### config.mk
export PLATFORM = sky130hd
export DESIGN_NAME = asc_ctrl
export DESIGN_NICKNAME = d
export VERILOG_FILES = /design/src/hw/asc_pkg.sv /design/src/hw/asc_conv_timer.sv /design/src/hw/asc_ctrl.sv
export VERILOG_INCLUDE_DIRS = /design/src /design/src/hw
export SDC_FILE = /design/constraint.sdc
export NUM_CORES = 1
export LEC_CHECK = 0
export BUFFER_PORTS_ARGS = -buffer_cell sky130_fd_sc_hd__buf_2
export CAP_MARGIN = 20
export CORE_MARGIN = 2
export CORE_UTILIZATION = 55
export DETAILED_ROUTE_END_ITERATION = 8
export PLACE_DENSITY_LB_ADDON = 0.15
export SLEW_MARGIN = 20
export SYNTH_ARGS = -nofsm -noshare
export SYNTH_HDL_FRONTEND = slang
export SYNTH_HIERARCHICAL = 1
export SYNTH_SLANG_ARGS = --single-unit
### constraint.sdc
create_clock -name sys_clk -period 2.65 [get_ports sys_clk]
set_clock_uncertainty 0.1 [all_clocks]
set_input_delay 0.1325 -clock sys_clk [delete_from_list [all_inputs] [get_ports sys_clk]]
set_output_delay 0.1325 -clock sys_clk [all_outputs]
set_load 0.01 [all_outputs]
### src/hw/asc_map.svh
// Purpose: Register offsets, bit positions, reset values and timing
// Assumes: Included by bare name from package and modules
// Notes:   Definitions only
`ifndef ASC_MAP_SVH
`define ASC_MAP_SVH

// Register offsets (word index on the register port)
`define ASC_OFS_MODE0      3'h0
`define ASC_OFS_MODE1      3'h1
`define ASC_OFS_RESULT     3'h2
`define ASC_OFS_PINSEL     3'h3
`define ASC_OFS_DIR        3'h4
`define ASC_OFS_PENABLE    3'h5
`define ASC_OFS_STATUS     3'h6
`define ASC_OFS_MASK       3'h7

// Bit positions
`define ASC_B_START        7
`define ASC_B_CHMODE       6
`define ASC_B_COMPARATOR   0
`define ASC_B_TRIG_HI      7
`define ASC_B_TRIG_LO      6
`define ASC_B_ONESHOT      5
`define ASC_B_CLKGATE      5
`define ASC_B_PIN20        0
`define ASC_B_EOC          0

// Field limits and codes
`define ASC_PIN_MAXCODE    4'h3
`define ASC_PIN_ALL        4'h0
`define ASC_PIN_NONE       4'h1
`define ASC_PIN_CH0        4'h2
`define ASC_PIN_CH01       4'h3
`define ASC_MODE1_MASK     8'hE3
`define ASC_RES_PAD        6'h00

// Reset values
`define ASC_RST_MODE       8'h00
`define ASC_RST_PINSEL     4'h0
`define ASC_RST_DIR        8'hFF
`define ASC_RST_PENABLE    8'h00
`define ASC_RST_RESULT     10'h000
`define ASC_RST_RDATA      16'h0000
`define ASC_RST_CNT        8'h00

// Conversion time
`define ASC_CNT_W          8
`define ASC_CLK_PERIOD_NS  4
`define ASC_CONV_TIME_NS   1000
`define ASC_CONV_CYCLES    (`ASC_CONV_TIME_NS / `ASC_CLK_PERIOD_NS)

`endif

### src/hw/asc_pkg.sv
// Purpose: Types for the converter control block
// Assumes: asc_map.svh supplies widths
// Notes:   State of each module is one packed struct
`include "asc_map.svh"
package asc_pkg;

  typedef enum logic [0:0] {ST_IDLE, ST_CONV} asc_state_e;

  typedef struct packed {
    asc_state_e  st;
    logic [7:0]  mode0;
    logic [7:0]  mode1;
    logic [9:0]  result;
    logic [3:0]  pinsel;
    logic [7:0]  dir;
    logic [7:0]  penable;
    logic        status;
    logic        mask;
    logic [15:0] rdata;
  } asc_ctrl_s;

  typedef struct packed {
    logic [`ASC_CNT_W-1:0] cnt;
  } asc_tmr_s;

endpackage

### src/hw/asc_conv_timer.sv
// Purpose: Counts one conversion time and pulses done at its end
// Assumes: run held high for the whole conversion
// Notes:   Counter clears whenever run drops
`timescale 1ns/1ns
`include "asc_map.svh"
module asc_conv_timer
  import asc_pkg::*;
#(
  parameter logic [`ASC_CNT_W-1:0] LAST = `ASC_CNT_W'(`ASC_CONV_CYCLES - 1)
)
(
  // Clock and reset
  input  wire logic sys_clk,
  input  wire logic resetn,
  // Control
  input  wire logic run,
  output logic      done
);

  asc_tmr_s s_reg;
  asc_tmr_s s_next;

  assign done = run && (s_reg.cnt == LAST);

  always_comb
  begin
    s_next = s_reg;
    if (!run || done)
    begin
      s_next.cnt = `ASC_RST_CNT;
    end
    else
    begin
      s_next.cnt = s_reg.cnt + `ASC_CNT_W'(1);
    end
  end

  always_ff @(posedge sys_clk or negedge resetn)
  begin
    if (!resetn)
    begin
      s_reg.cnt <= `ASC_RST_CNT;
    end
    else
    begin
      s_reg <= s_next;
    end
  end

endmodule

### src/hw/asc_ctrl.sv
// Purpose: Software-triggered converter control with result and interrupt
// Assumes: Register port one cycle read latency; sample input is stable
// Notes:   Hardware trigger sources are not built in
//
// The implementer's own choices: strobed register access and the register offsets.
`timescale 1ns/1ns
`include "asc_map.svh"
module asc_ctrl
  import asc_pkg::*;
(
  // Clock and reset
  input  wire logic        sys_clk,
  input  wire logic        resetn,
  // Register port
  input  wire logic [2:0]  reg_addr,
  input  wire logic [15:0] reg_wdata,
  input  wire logic        reg_wr,
  input  wire logic        reg_rd,
  output logic      [15:0] reg_rdata,
  // Analog front end
  input  wire logic [9:0]  adc_sample,
  output logic             conv_clk_en,
  output logic             channel_scan,
  output logic      [14:0] analog_pin_en,
  // Port 2 pin 0 buffer
  output logic             port20_oe,
  // Interrupt
  output logic             conv_end_irq
);

  asc_ctrl_s s_reg;
  asc_ctrl_s s_next;
  logic      run;
  logic      done;
  logic      wr0;

  assign wr0 = reg_wr && (reg_addr == `ASC_OFS_MODE0);
  // Conversion may run only with clock, comparator and software trigger
  assign run = s_reg.mode0[`ASC_B_START]
            && s_reg.penable[`ASC_B_CLKGATE]
            && s_reg.mode0[`ASC_B_COMPARATOR]
            && !s_reg.mode1[`ASC_B_TRIG_HI];

  asc_conv_timer u_timer (
    .sys_clk (sys_clk),
    .resetn  (resetn),
    .run     (run && (s_reg.st == ST_CONV)),
    .done    (done)
  );

  assign reg_rdata    = s_reg.rdata;
  assign conv_clk_en  = s_reg.penable[`ASC_B_CLKGATE];
  assign channel_scan = s_reg.mode0[`ASC_B_CHMODE];
  assign port20_oe    = !s_reg.dir[`ASC_B_PIN20];
  // Level irq; also the halt wake request
  assign conv_end_irq = s_reg.status && s_reg.mask;

  always_comb
  begin
    unique case (s_reg.pinsel)
      `ASC_PIN_ALL:  analog_pin_en = 15'h7FFF;
      `ASC_PIN_CH0:  analog_pin_en = 15'h0001;
      `ASC_PIN_CH01: analog_pin_en = 15'h0003;
      default:       analog_pin_en = 15'h0000;
    endcase
  end

  always_comb
  begin
    s_next = s_reg;
    s_next.rdata = `ASC_RST_RDATA;
    // Register writes
    if (reg_wr)
    begin
      unique case (reg_addr)
        `ASC_OFS_MODE0:   s_next.mode0 = reg_wdata[7:0];
        `ASC_OFS_MODE1:   s_next.mode1 = reg_wdata[7:0] & `ASC_MODE1_MASK;
        `ASC_OFS_PINSEL:
        begin
          if (reg_wdata[7:0] <= {4'h0, `ASC_PIN_MAXCODE})
          begin
            s_next.pinsel = reg_wdata[3:0];
          end
        end
        `ASC_OFS_DIR:     s_next.dir = reg_wdata[7:0];
        `ASC_OFS_PENABLE: s_next.penable = reg_wdata[7:0];
        `ASC_OFS_MASK:    s_next.mask = reg_wdata[`ASC_B_EOC];
        default:          s_next.mode0 = s_reg.mode0;
      endcase
    end
    // Register reads; status clears on read
    if (reg_rd)
    begin
      unique case (reg_addr)
        `ASC_OFS_MODE0:   s_next.rdata = {8'h00, s_reg.mode0};
        `ASC_OFS_MODE1:   s_next.rdata = {8'h00, s_reg.mode1};
        `ASC_OFS_RESULT:  s_next.rdata = {s_reg.result, `ASC_RES_PAD};
        `ASC_OFS_PINSEL:  s_next.rdata = {12'h000, s_reg.pinsel};
        `ASC_OFS_DIR:     s_next.rdata = {8'h00, s_reg.dir};
        `ASC_OFS_PENABLE: s_next.rdata = {8'h00, s_reg.penable};
        `ASC_OFS_STATUS:
        begin
          s_next.rdata  = {15'h0000, s_reg.status};
          s_next.status = 1'b0;
        end
        `ASC_OFS_MASK:    s_next.rdata = {15'h0000, s_reg.mask};
        default:          s_next.rdata = `ASC_RST_RDATA;
      endcase
    end
    // Conversion sequencing
    unique case (s_reg.st)
      ST_IDLE:
      begin
        if (run)
        begin
          s_next.st = ST_CONV;
        end
      end
      ST_CONV:
      begin
        if (!run)
        begin
          s_next.st = ST_IDLE;
        end
        else if (done)
        begin
          s_next.result = adc_sample;
          s_next.status = 1'b1;
          if (s_reg.mode1[`ASC_B_ONESHOT])
          begin
            s_next.st = ST_IDLE;
            if (!(wr0 && reg_wdata[`ASC_B_START]))
            begin
              s_next.mode0[`ASC_B_START] = 1'b0;
            end
          end
          else
          begin
            s_next.st = ST_CONV;
          end
        end
      end
    endcase
  end

  always_ff @(posedge sys_clk or negedge resetn)
  begin
    if (!resetn)
    begin
      s_reg.st      <= ST_IDLE;
      s_reg.mode0   <= `ASC_RST_MODE;
      s_reg.mode1   <= `ASC_RST_MODE;
      s_reg.result  <= `ASC_RST_RESULT;
      s_reg.pinsel  <= `ASC_RST_PINSEL;
      s_reg.dir     <= `ASC_RST_DIR;
      s_reg.penable <= `ASC_RST_PENABLE;
      s_reg.status  <= 1'b0;
      s_reg.mask    <= 1'b0;
      s_reg.rdata   <= `ASC_RST_RDATA;
    end
    else
    begin
      s_reg <= s_next;
    end
  end

  a_start_conv: assert property (@(posedge sys_clk) disable iff (!resetn)
    (s_reg.st == ST_IDLE && run) |=> s_reg.st == ST_CONV)
    else $error("start did not begin a conversion");

  a_result_load: assert property (@(posedge sys_clk) disable iff (!resetn)
    done |=> s_reg.result == $past(adc_sample) && s_reg.status)
    else $error("result or status not loaded at end");

  a_irq_wake: assert property (@(posedge sys_clk) disable iff (!resetn)
    (done && s_reg.mask && !(reg_wr && reg_addr == `ASC_OFS_MASK))
      |=> conv_end_irq)
    else $error("end interrupt missing");

  a_pin_upper: assert property (@(posedge sys_clk) disable iff (!resetn)
    (reg_rd && reg_addr == `ASC_OFS_PINSEL) |=> reg_rdata[15:4] == 12'h000)
    else $error("pin select upper bits not zero");

  a_pin_prohib: assert property (@(posedge sys_clk) disable iff (!resetn)
    (reg_wr && reg_addr == `ASC_OFS_PINSEL
      && reg_wdata[7:0] > {4'h0, `ASC_PIN_MAXCODE})
      |=> $stable(s_reg.pinsel))
    else $error("prohibited pin code accepted");

  a_dir_buffer: assert property (@(posedge sys_clk) disable iff (!resetn)
    (reg_wr && reg_addr == `ASC_OFS_DIR)
      |=> port20_oe == !$past(reg_wdata[`ASC_B_PIN20]))
    else $error("pin 20 buffer does not follow direction");

  a_clock_gate: assert property (@(posedge sys_clk) disable iff (!resetn)
    !conv_clk_en |-> !done ##1 s_reg.st == ST_IDLE || conv_clk_en)
    else $error("conversion ran with clock stopped");

  a_scan_select: assert property (@(posedge sys_clk) disable iff (!resetn)
    wr0 |=> channel_scan == $past(reg_wdata[`ASC_B_CHMODE]))
    else $error("channel mode not taken");

  a_one_shot: assert property (@(posedge sys_clk) disable iff (!resetn)
    (done && s_reg.mode1[`ASC_B_ONESHOT] && !wr0)
      |=> !s_reg.mode0[`ASC_B_START] && s_reg.st == ST_IDLE)
    else $error("one-shot did not stop");

  a_hw_trig: assert property (@(posedge sys_clk) disable iff (!resetn)
    s_reg.mode1[`ASC_B_TRIG_HI] |-> !done)
    else $error("software start ran in hardware trigger mode");

  a_sequential: assert property (@(posedge sys_clk) disable iff (!resetn)
    (done && !s_reg.mode1[`ASC_B_ONESHOT])
      |=> s_reg.st == ST_CONV && s_reg.mode0[`ASC_B_START]
      || $past(reg_wr))
    else $error("sequential mode did not restart");

endmodule

# Word-level counts from Yosys, hierarchy flattened
# Index checks and enable logic that the tools add are counted.
totals:
  elab_cells: 67
  inputBits: 33
  reg_bits: 70
  output_inout_bits: 35
op_classes:
  n_eq_ne: 10
  muxes: 21
  n_lt_le_gt_ge: 1
  addsub: 1
  bitwise_logic: 1
  reduce_logical: 21
ops:
  columns: ["op", "n"]
  rows:
  - ["case mux 16 bit (8 select lines)", 1]
  - ["case mux 15 bit (3 select lines)", 1]
  - ["two-way mux 16 bit", 2]
  - ["two-way mux 8 bit", 3]
  - ["equality test 3 bit, second input constant", 4]
  - ["two-way mux 1 bit", 12]
  - ["AND reduction 2 bit", 5]
  - ["adder 8 x 1 -> 8 bit, second input constant", 1]
  - ["equality test 4 x 2 -> 1 bit, second input constant", 2]
  - ["equality test 8 bit, second input constant", 1]
  - ["less-or-equal comparator 8 x 2 -> 1 bit, second input constant", 1]
  - ["logical AND 1 bit", 8]
  - ["equality test 3 x 2 -> 1 bit, second input constant", 2]
  - ["AND reduction 3 bit", 2]
  - ["zero test 4 bit", 1]
  - ["equality test 3 x 1 -> 1 bit, second input constant", 1]
  - ["zero test 1 bit", 3]
  - ["zero test 3 bit", 1]
  - ["two-way mux 2 bit", 1]
  - ["case mux 1 bit (2 select lines)", 1]
  - ["logical OR 1 bit", 1]
  - ["NOT 1 bit", 1]

# Depth between registers and ports, before layout
logic_depth:
  word_depth: 8
  depth_mapped: 9
  depth_no_buf: 8

# Cells and area by module
# The synthesis kept the hierarchy.
modules_own_cells:
  columns: ["module", "cells_each", "seq_area_each_um2", "instances", "area_each_um2"]
  rows:
  - ["asc_ctrl", 231, 1561.5, 1, 2891.5]
  - ["asc_conv_timer", 44, 200.2, 1, 442.9]

# Worst setup path after synthesis
# OpenSTA, ideal clock, no wires.
synth_timing:
  path_type: "flip-flop to flip-flop"
  startpoint: "register s_reg[55] in the netlist's numbering"
  endpoint: "register s_reg[39] in the netlist's numbering"
  n_path_buf: 2
  t_required_ps: 2425
  path_stages_with_launch: 10
  setup_time_ps: 125
  path_slack_ps: 426
  synth_period_minus_slack_ps: 2224
  arrival_time_ps: 1999
  cell_sequence: "dfrtp_1 > nand4b_1 > nor2_1 > clkbuf_1 > inv_1 > nor3_1 > nand2_1 > nor2_1 > buf_2 > mux2_2"
synth_between:
  elab_chain_cells: 5
synth_lines:
  columns: ["element", "line", "source"]
  rows:
  - ["from (decl)", "asc_ctrl.sv:31", "asc_ctrl_s s_reg;"]
  - ["from (signal assigned)", "asc_ctrl.sv:163", "s_reg <= s_next;"]
  - ["zero test 1 bit", "asc_ctrl.sv:42", "&& !s_reg.mode1[`ASC_B_TRIG_HI];"]
  - ["logical AND 1 bit", "asc_ctrl.sv:39", "assign run = s_reg.mode0[`ASC_B_START]"]
  - ["logical AND 1 bit", "asc_ctrl.sv:47", ".run (run && (s_reg.st == ST_CONV)),"]
  - ["logical AND 1 bit", "asc_conv_timer.sv:23", "assign done = run && (s_reg.cnt == LAST);"]
  - ["net done", "asc_ctrl.sv:34", "logic done;"]
  - ["AND reduction 3 bit (no line)", null, null]
# The timed path passes the listed nets, and every way through them passes these cells.
# A chain may end at the register's enable or synchronous reset.

# Final worst setup path
layout_timing:
  startpoint: "register u_timer/s_reg[1] in the netlist's numbering"
  endpoint: "register s_reg[41] in the netlist's numbering"
layout_between:
  elab_chain_cells: 3
layout_lines:
  columns: ["element", "line", "source"]
  rows:
  - ["from (decl)", "asc_conv_timer.sv:20", "asc_tmr_s s_reg;"]
  - ["from (signal assigned)", "asc_conv_timer.sv:46", "s_reg <= s_next;"]
  - ["equality test 8 bit", "asc_conv_timer.sv:23", null]
  - ["logical AND 1 bit", "asc_conv_timer.sv:23", null]
  - ["net done", "asc_ctrl.sv:34", null]
  - ["AND reduction 3 bit (no line)", null, null]
# The timed path passes the listed nets, and every way through them passes these cells.

==> impl_summary.txt <==
----------------------------------------------------
[Status]
  Status ... completed

[Place]
  Gp weighted congestion ... 0.737
  Placement Setup Slack ... 0.496 ns
  Port-buffer cells ... 59
  Final HPWL from detailed placement ... 4120 µm

[Logic synthesis]
  Number of standard cells after synthesis ... 275
  Number of warnings printed during yosys synthesis ... 6
  Post-Syn Nets ... 310
  Leading post-synthesis cells by cell area ... sky130_fd_sc_hd__dfrtp_1 47%, sky130_fd_sc_hd__mux2_2 14%, sky130_fd_sc_hd__buf_4 6.5%
  Synthesized area ... 3330 µm²
  Average instance area after synthesis ... 12.1 µm²
  Count of state elements after synthesis ... 70
  Post-synth top area share ... 0.465
  Proportion of synthesized flip-flops having asynchronous set or reset ... 1.00
  Proportion of synthesized chip area in sequential cells ... 0.528
  Number of flops mapped to enable cells by yosys ... 0
  Cell variety after synth ... 47
  Commonest register cell after synthesis ... sky130_fd_sc_hd__dfrtp_1
  Dominant cell type by area after synthesis ... sky130_fd_sc_hd__dfrtp_1

[Power and ir drop]
  Power per Cell Area ... 623 nW/µm²
  Sw power ... 0.611 mW
  Register share of total power ... 0.523
  Combinational share of power ... 0.128
  Switching part of the total power ... 0.253
  Proportion of power drawn by the clock network ... 0.349
  Leakage component of the power ... 1.86 nW
  P_int ... 1.80 mW
  Worst ir drop on vdd ... 0.000462 V

[Drt]
  Initial DRC Count ... 94
  Ratio of routed vias to standard cells ... 5.53
  Pre-antenna DRT Iters ... 4
  Residual DRC ... 0
  Highest routed layer ... met4
  DRT antenna net count ... 0
  Met2 routed WL ... 3020 µm
  Met1 Wirelength ... 2800 µm
  Met3 wire length ... 273 µm
  Detail-routed net length per standard cell ... 15.1 µm
  Number of vias after detailed routing ... 2257
  Total detailed-routing wirelength ... 6170 µm

[Worst setup path]
  Worst Path Required ... 2.78 ns
  Startpoint of the most critical setup path ... u_timer/s_reg[1]
  Delay of the slowest cell on the worst path ... 0.41 ns
  Reg2reg setup slack ... 0.46 ns
  Type of destination of the critical path ... flop
  Crit-path most repeated cell ... sky130_fd_sc_hd__nand2_1
  CP cell instances ... inv_1 > ha_1 > and4b_4 > nand2_1 > nor3_1 > nand2_1 > nor2_1 > buf_4 > mux2_2
  Largest delay share family, worst path ... simple AND/OR/NAND/NOR gates
  Critical Path Sink ... s_reg[41]
  Buffer and inverter count on the worst path ... 2
  Critical R2R Launch ... u_timer/s_reg[1]
  Number of cells on the critical path ... 9
  Critical path's slowest cell ... sky130_fd_sc_hd__dfrtp_1
  Critical path type ... reg -> reg
  Count of cells along the worst register-to-register path ... 9
  Peak fanout along the critical path ... 11
  Arr. time, crit path ... 2.32 ns
  Endpoint of the worst-slack reg-to-reg timing path ... s_reg[41]
  Critical Path Source Type ... flop

[Global routing]
  Antenna violations before repair ... 0
  Pin count of the biggest net entering global routing ... 71
  Via count of the first global-routing pass ... 2221
  Wire length of the first global-routing pass ... 10400 µm
  Global-route usage over all layers ... 0.207
  Sum of overflow across all layers after global routing ... 0

[STA]
  Fmax ... 0.457 GHz
  Number of pins with negative max-slew slack in the final report ... 0
  Minimum setup slack in the final design ... 0.461 ns
  Post-route clock period utilization ... 0.826
  Minimum clock period ... 2.19 ns
  Hold violation count in the final report ... 0
  Slew at the pin with the worst max-slew slack ... 0.850 ns
  Unrepaired setup endpoints after global routing ... false
  Worst slew slack as a fraction of its limit ... 0.433
  Setup Viol. Count Final ... 0
  Sum Neg Setup Slack ... 0 ns

[Clock tree]
  Worst skew pair latency ... 0.34 ns
  CTS clk-pin slew, worst paths ... 0.08 ns
  Clock tree from TritonCTS ... done
  Buffer levels on the longest clock path ... 2
  Clock sink count ... 70
  Buffer cell driving the clock tree root ... sky130_fd_sc_hd__clkbuf_8
  # H-tree levels ... 3
  Clock buffers created by TritonCTS ... 9

[Floorplan]
  Vertical die dimension ... 81.9 µm
  Initial cell density of the core ... 0.567
  Die area ... 6700 µm²
  # rows ... 28
  Core area ... 5890 µm²
  Die width ... 81.9 µm
  Boundary Pins ... 68

[Hold path]
  Hold wc startpoint ... reg_rd
  Hold crit path type ... in -> reg

[Layout]
  Diodes inserted ... 0
  Syn-to-layout area delta ... 16.0%
  Nets@finish ... 363
  Fin util ... 0.657
  Multi-input logic area ... 1260 µm²
  Count of filler cells inserted in the layout ... 481
  Largest register FFs ... 44
  Ratio of cells with drive above 1 in the final layout ... 0.402
  Sequential cell area ... 1760 µm²

[Job]
  Max-cap violation count ... 0

----------------------------------------------------
==> power groups by stage <==
| stage | sequential [mW] | combinational (mW) | clock, mW |
|---|---|---|---|
| after global placement | 1.27 | 0.285 | 0 |
| final | 1.26 | 0.310 | 0.841 |
| after CTS | 1.26 | 0.314 | 0.867 |
| after floorplan | 1.26 | 0.213 | 0 |
| after global routing | 1.27 | 0.348 | 0.906 |
| after detailed placement | 1.28 | 0.293 | 0 |
==> repair_timing <==
| action | 4_1_cts | 5_1_grt |
|---|---|---|
| resized for setup | 0 | 0 |
| hold buffers | 19 | 0 |
| endpoints found under the hold margin | 102 | 0 |
| buffers inserted | 0 | 0 |
==> worst min-delay path by stage <==
stage | to | slack [ns] | depth (start not counted)
after floorplan | channel_scan | -0.26 | 0
after global placement | s_reg[44] | 0.26 | 2
after detailed placement | s_reg[44] | 0.27 | 2
after CTS | reg_rdata[7] | 0.07 | 3
after global routing | reg_rdata[13] | 0.11 | 2
final | reg_rdata[7] | 0.08 | 3
==> cell usage after synthesis, types with 2 or more instances <==
library cell,count
sky130_fd_sc_hd__a211o_1,4
sky130_fd_sc_hd__a21oi_1,6
sky130_fd_sc_hd__a41o_1,2
sky130_fd_sc_hd__and2_1,4
sky130_fd_sc_hd__and3_1,10
sky130_fd_sc_hd__and3b_1,6
sky130_fd_sc_hd__buf_2,4
sky130_fd_sc_hd__buf_4,29
sky130_fd_sc_hd__buf_6,2
sky130_fd_sc_hd__clkbuf_1,6
sky130_fd_sc_hd__dfrtp_1,62
sky130_fd_sc_hd__dfstp_2,8
sky130_fd_sc_hd__ha_1,2
sky130_fd_sc_hd__inv_1,8
sky130_fd_sc_hd__mux2_2,40
sky130_fd_sc_hd__mux2i_1,4
sky130_fd_sc_hd__nand2_1,12
sky130_fd_sc_hd__nand3_1,4
sky130_fd_sc_hd__nand3b_1,3
sky130_fd_sc_hd__nand4_1,4
sky130_fd_sc_hd__nand4b_1,2
sky130_fd_sc_hd__nor2_1,10
sky130_fd_sc_hd__nor3b_1,3
sky130_fd_sc_hd__nor4_1,2
sky130_fd_sc_hd__nor4b_1,2
sky130_fd_sc_hd__o21ai_0,14
sky130_fd_sc_hd__xor2_1,2
==> per-layer routing <==
layer,track usage,vias up
li1,-,1064
met1,0.262,1133
met2,0.352,52
met3,0.0495,8
met4,0.0650,0
met5,0,-
==> worst min-delay path, stage by stage <==
cell and delay [ns]:
sky130_fd_sc_hd__buf_2 0.20, sky130_fd_sc_hd__o21ai_0 0.11, sky130_fd_sc_hd__a21oi_1 0.04
==> cell type report <==
cell class / count / share of cell area
multi-input combinational: 156 / 0.326
timing repair buffer: 83 / 0.135
sequential: 70 / 0.456
inverter: 8 / 0.00776
tap: 75 / 0.0243
clock inverter: 7 / 0.0194
clock buffer: 9 / 0.0320
==> placed cells by master (no fill, tap or decap), types with 6 or more instances in the layout <==
cell type / n
sky130_fd_sc_hd__dfrtp_1: 62
sky130_fd_sc_hd__clkbuf_8: 9
sky130_fd_sc_hd__dlygate4sd3_1: 19
sky130_fd_sc_hd__nand2_1: 12
sky130_fd_sc_hd__a21oi_1: 6
sky130_fd_sc_hd__buf_2: 59
sky130_fd_sc_hd__dfstp_2: 8
sky130_fd_sc_hd__nor2_1: 10
sky130_fd_sc_hd__and3b_1: 6
sky130_fd_sc_hd__and3_1: 10
sky130_fd_sc_hd__mux2_2: 40
sky130_fd_sc_hd__o21ai_0: 14
sky130_fd_sc_hd__inv_1: 8
==> per-stage QoR <==
stage	hold slack [ns]	instance area (µm²)	power [mW]	cells
after floorplan	-0.263	3330	1.48	275
after global placement	0.264	3480	1.56	373
after detailed placement	0.270	3480	1.57	373
after CTS	0.0725	3870	2.44	408
after global routing	0.109	3870	2.53	408
final	0.0835	3870	2.41	408
==> cells by family (layout without fill, tap and decap cells) <==
kind of cell / after synthesis / count (layout) / synth area share
adder cells (fa/ha/maj): 2 / 2 / 0.00750
XOR/XNOR: 3 / 3 / 0.00788
AO/OA/AOI/OAI: 35 / 35 / 0.0690
buffers and inverters: 49 / 107 / 0.0938
AND/OR/NAND/NOR: 71 / 71 / 0.140
multiplexers: 45 / 45 / 0.154
flip-flops: 70 / 70 / 0.528
(Power assumes the default switching activity.)
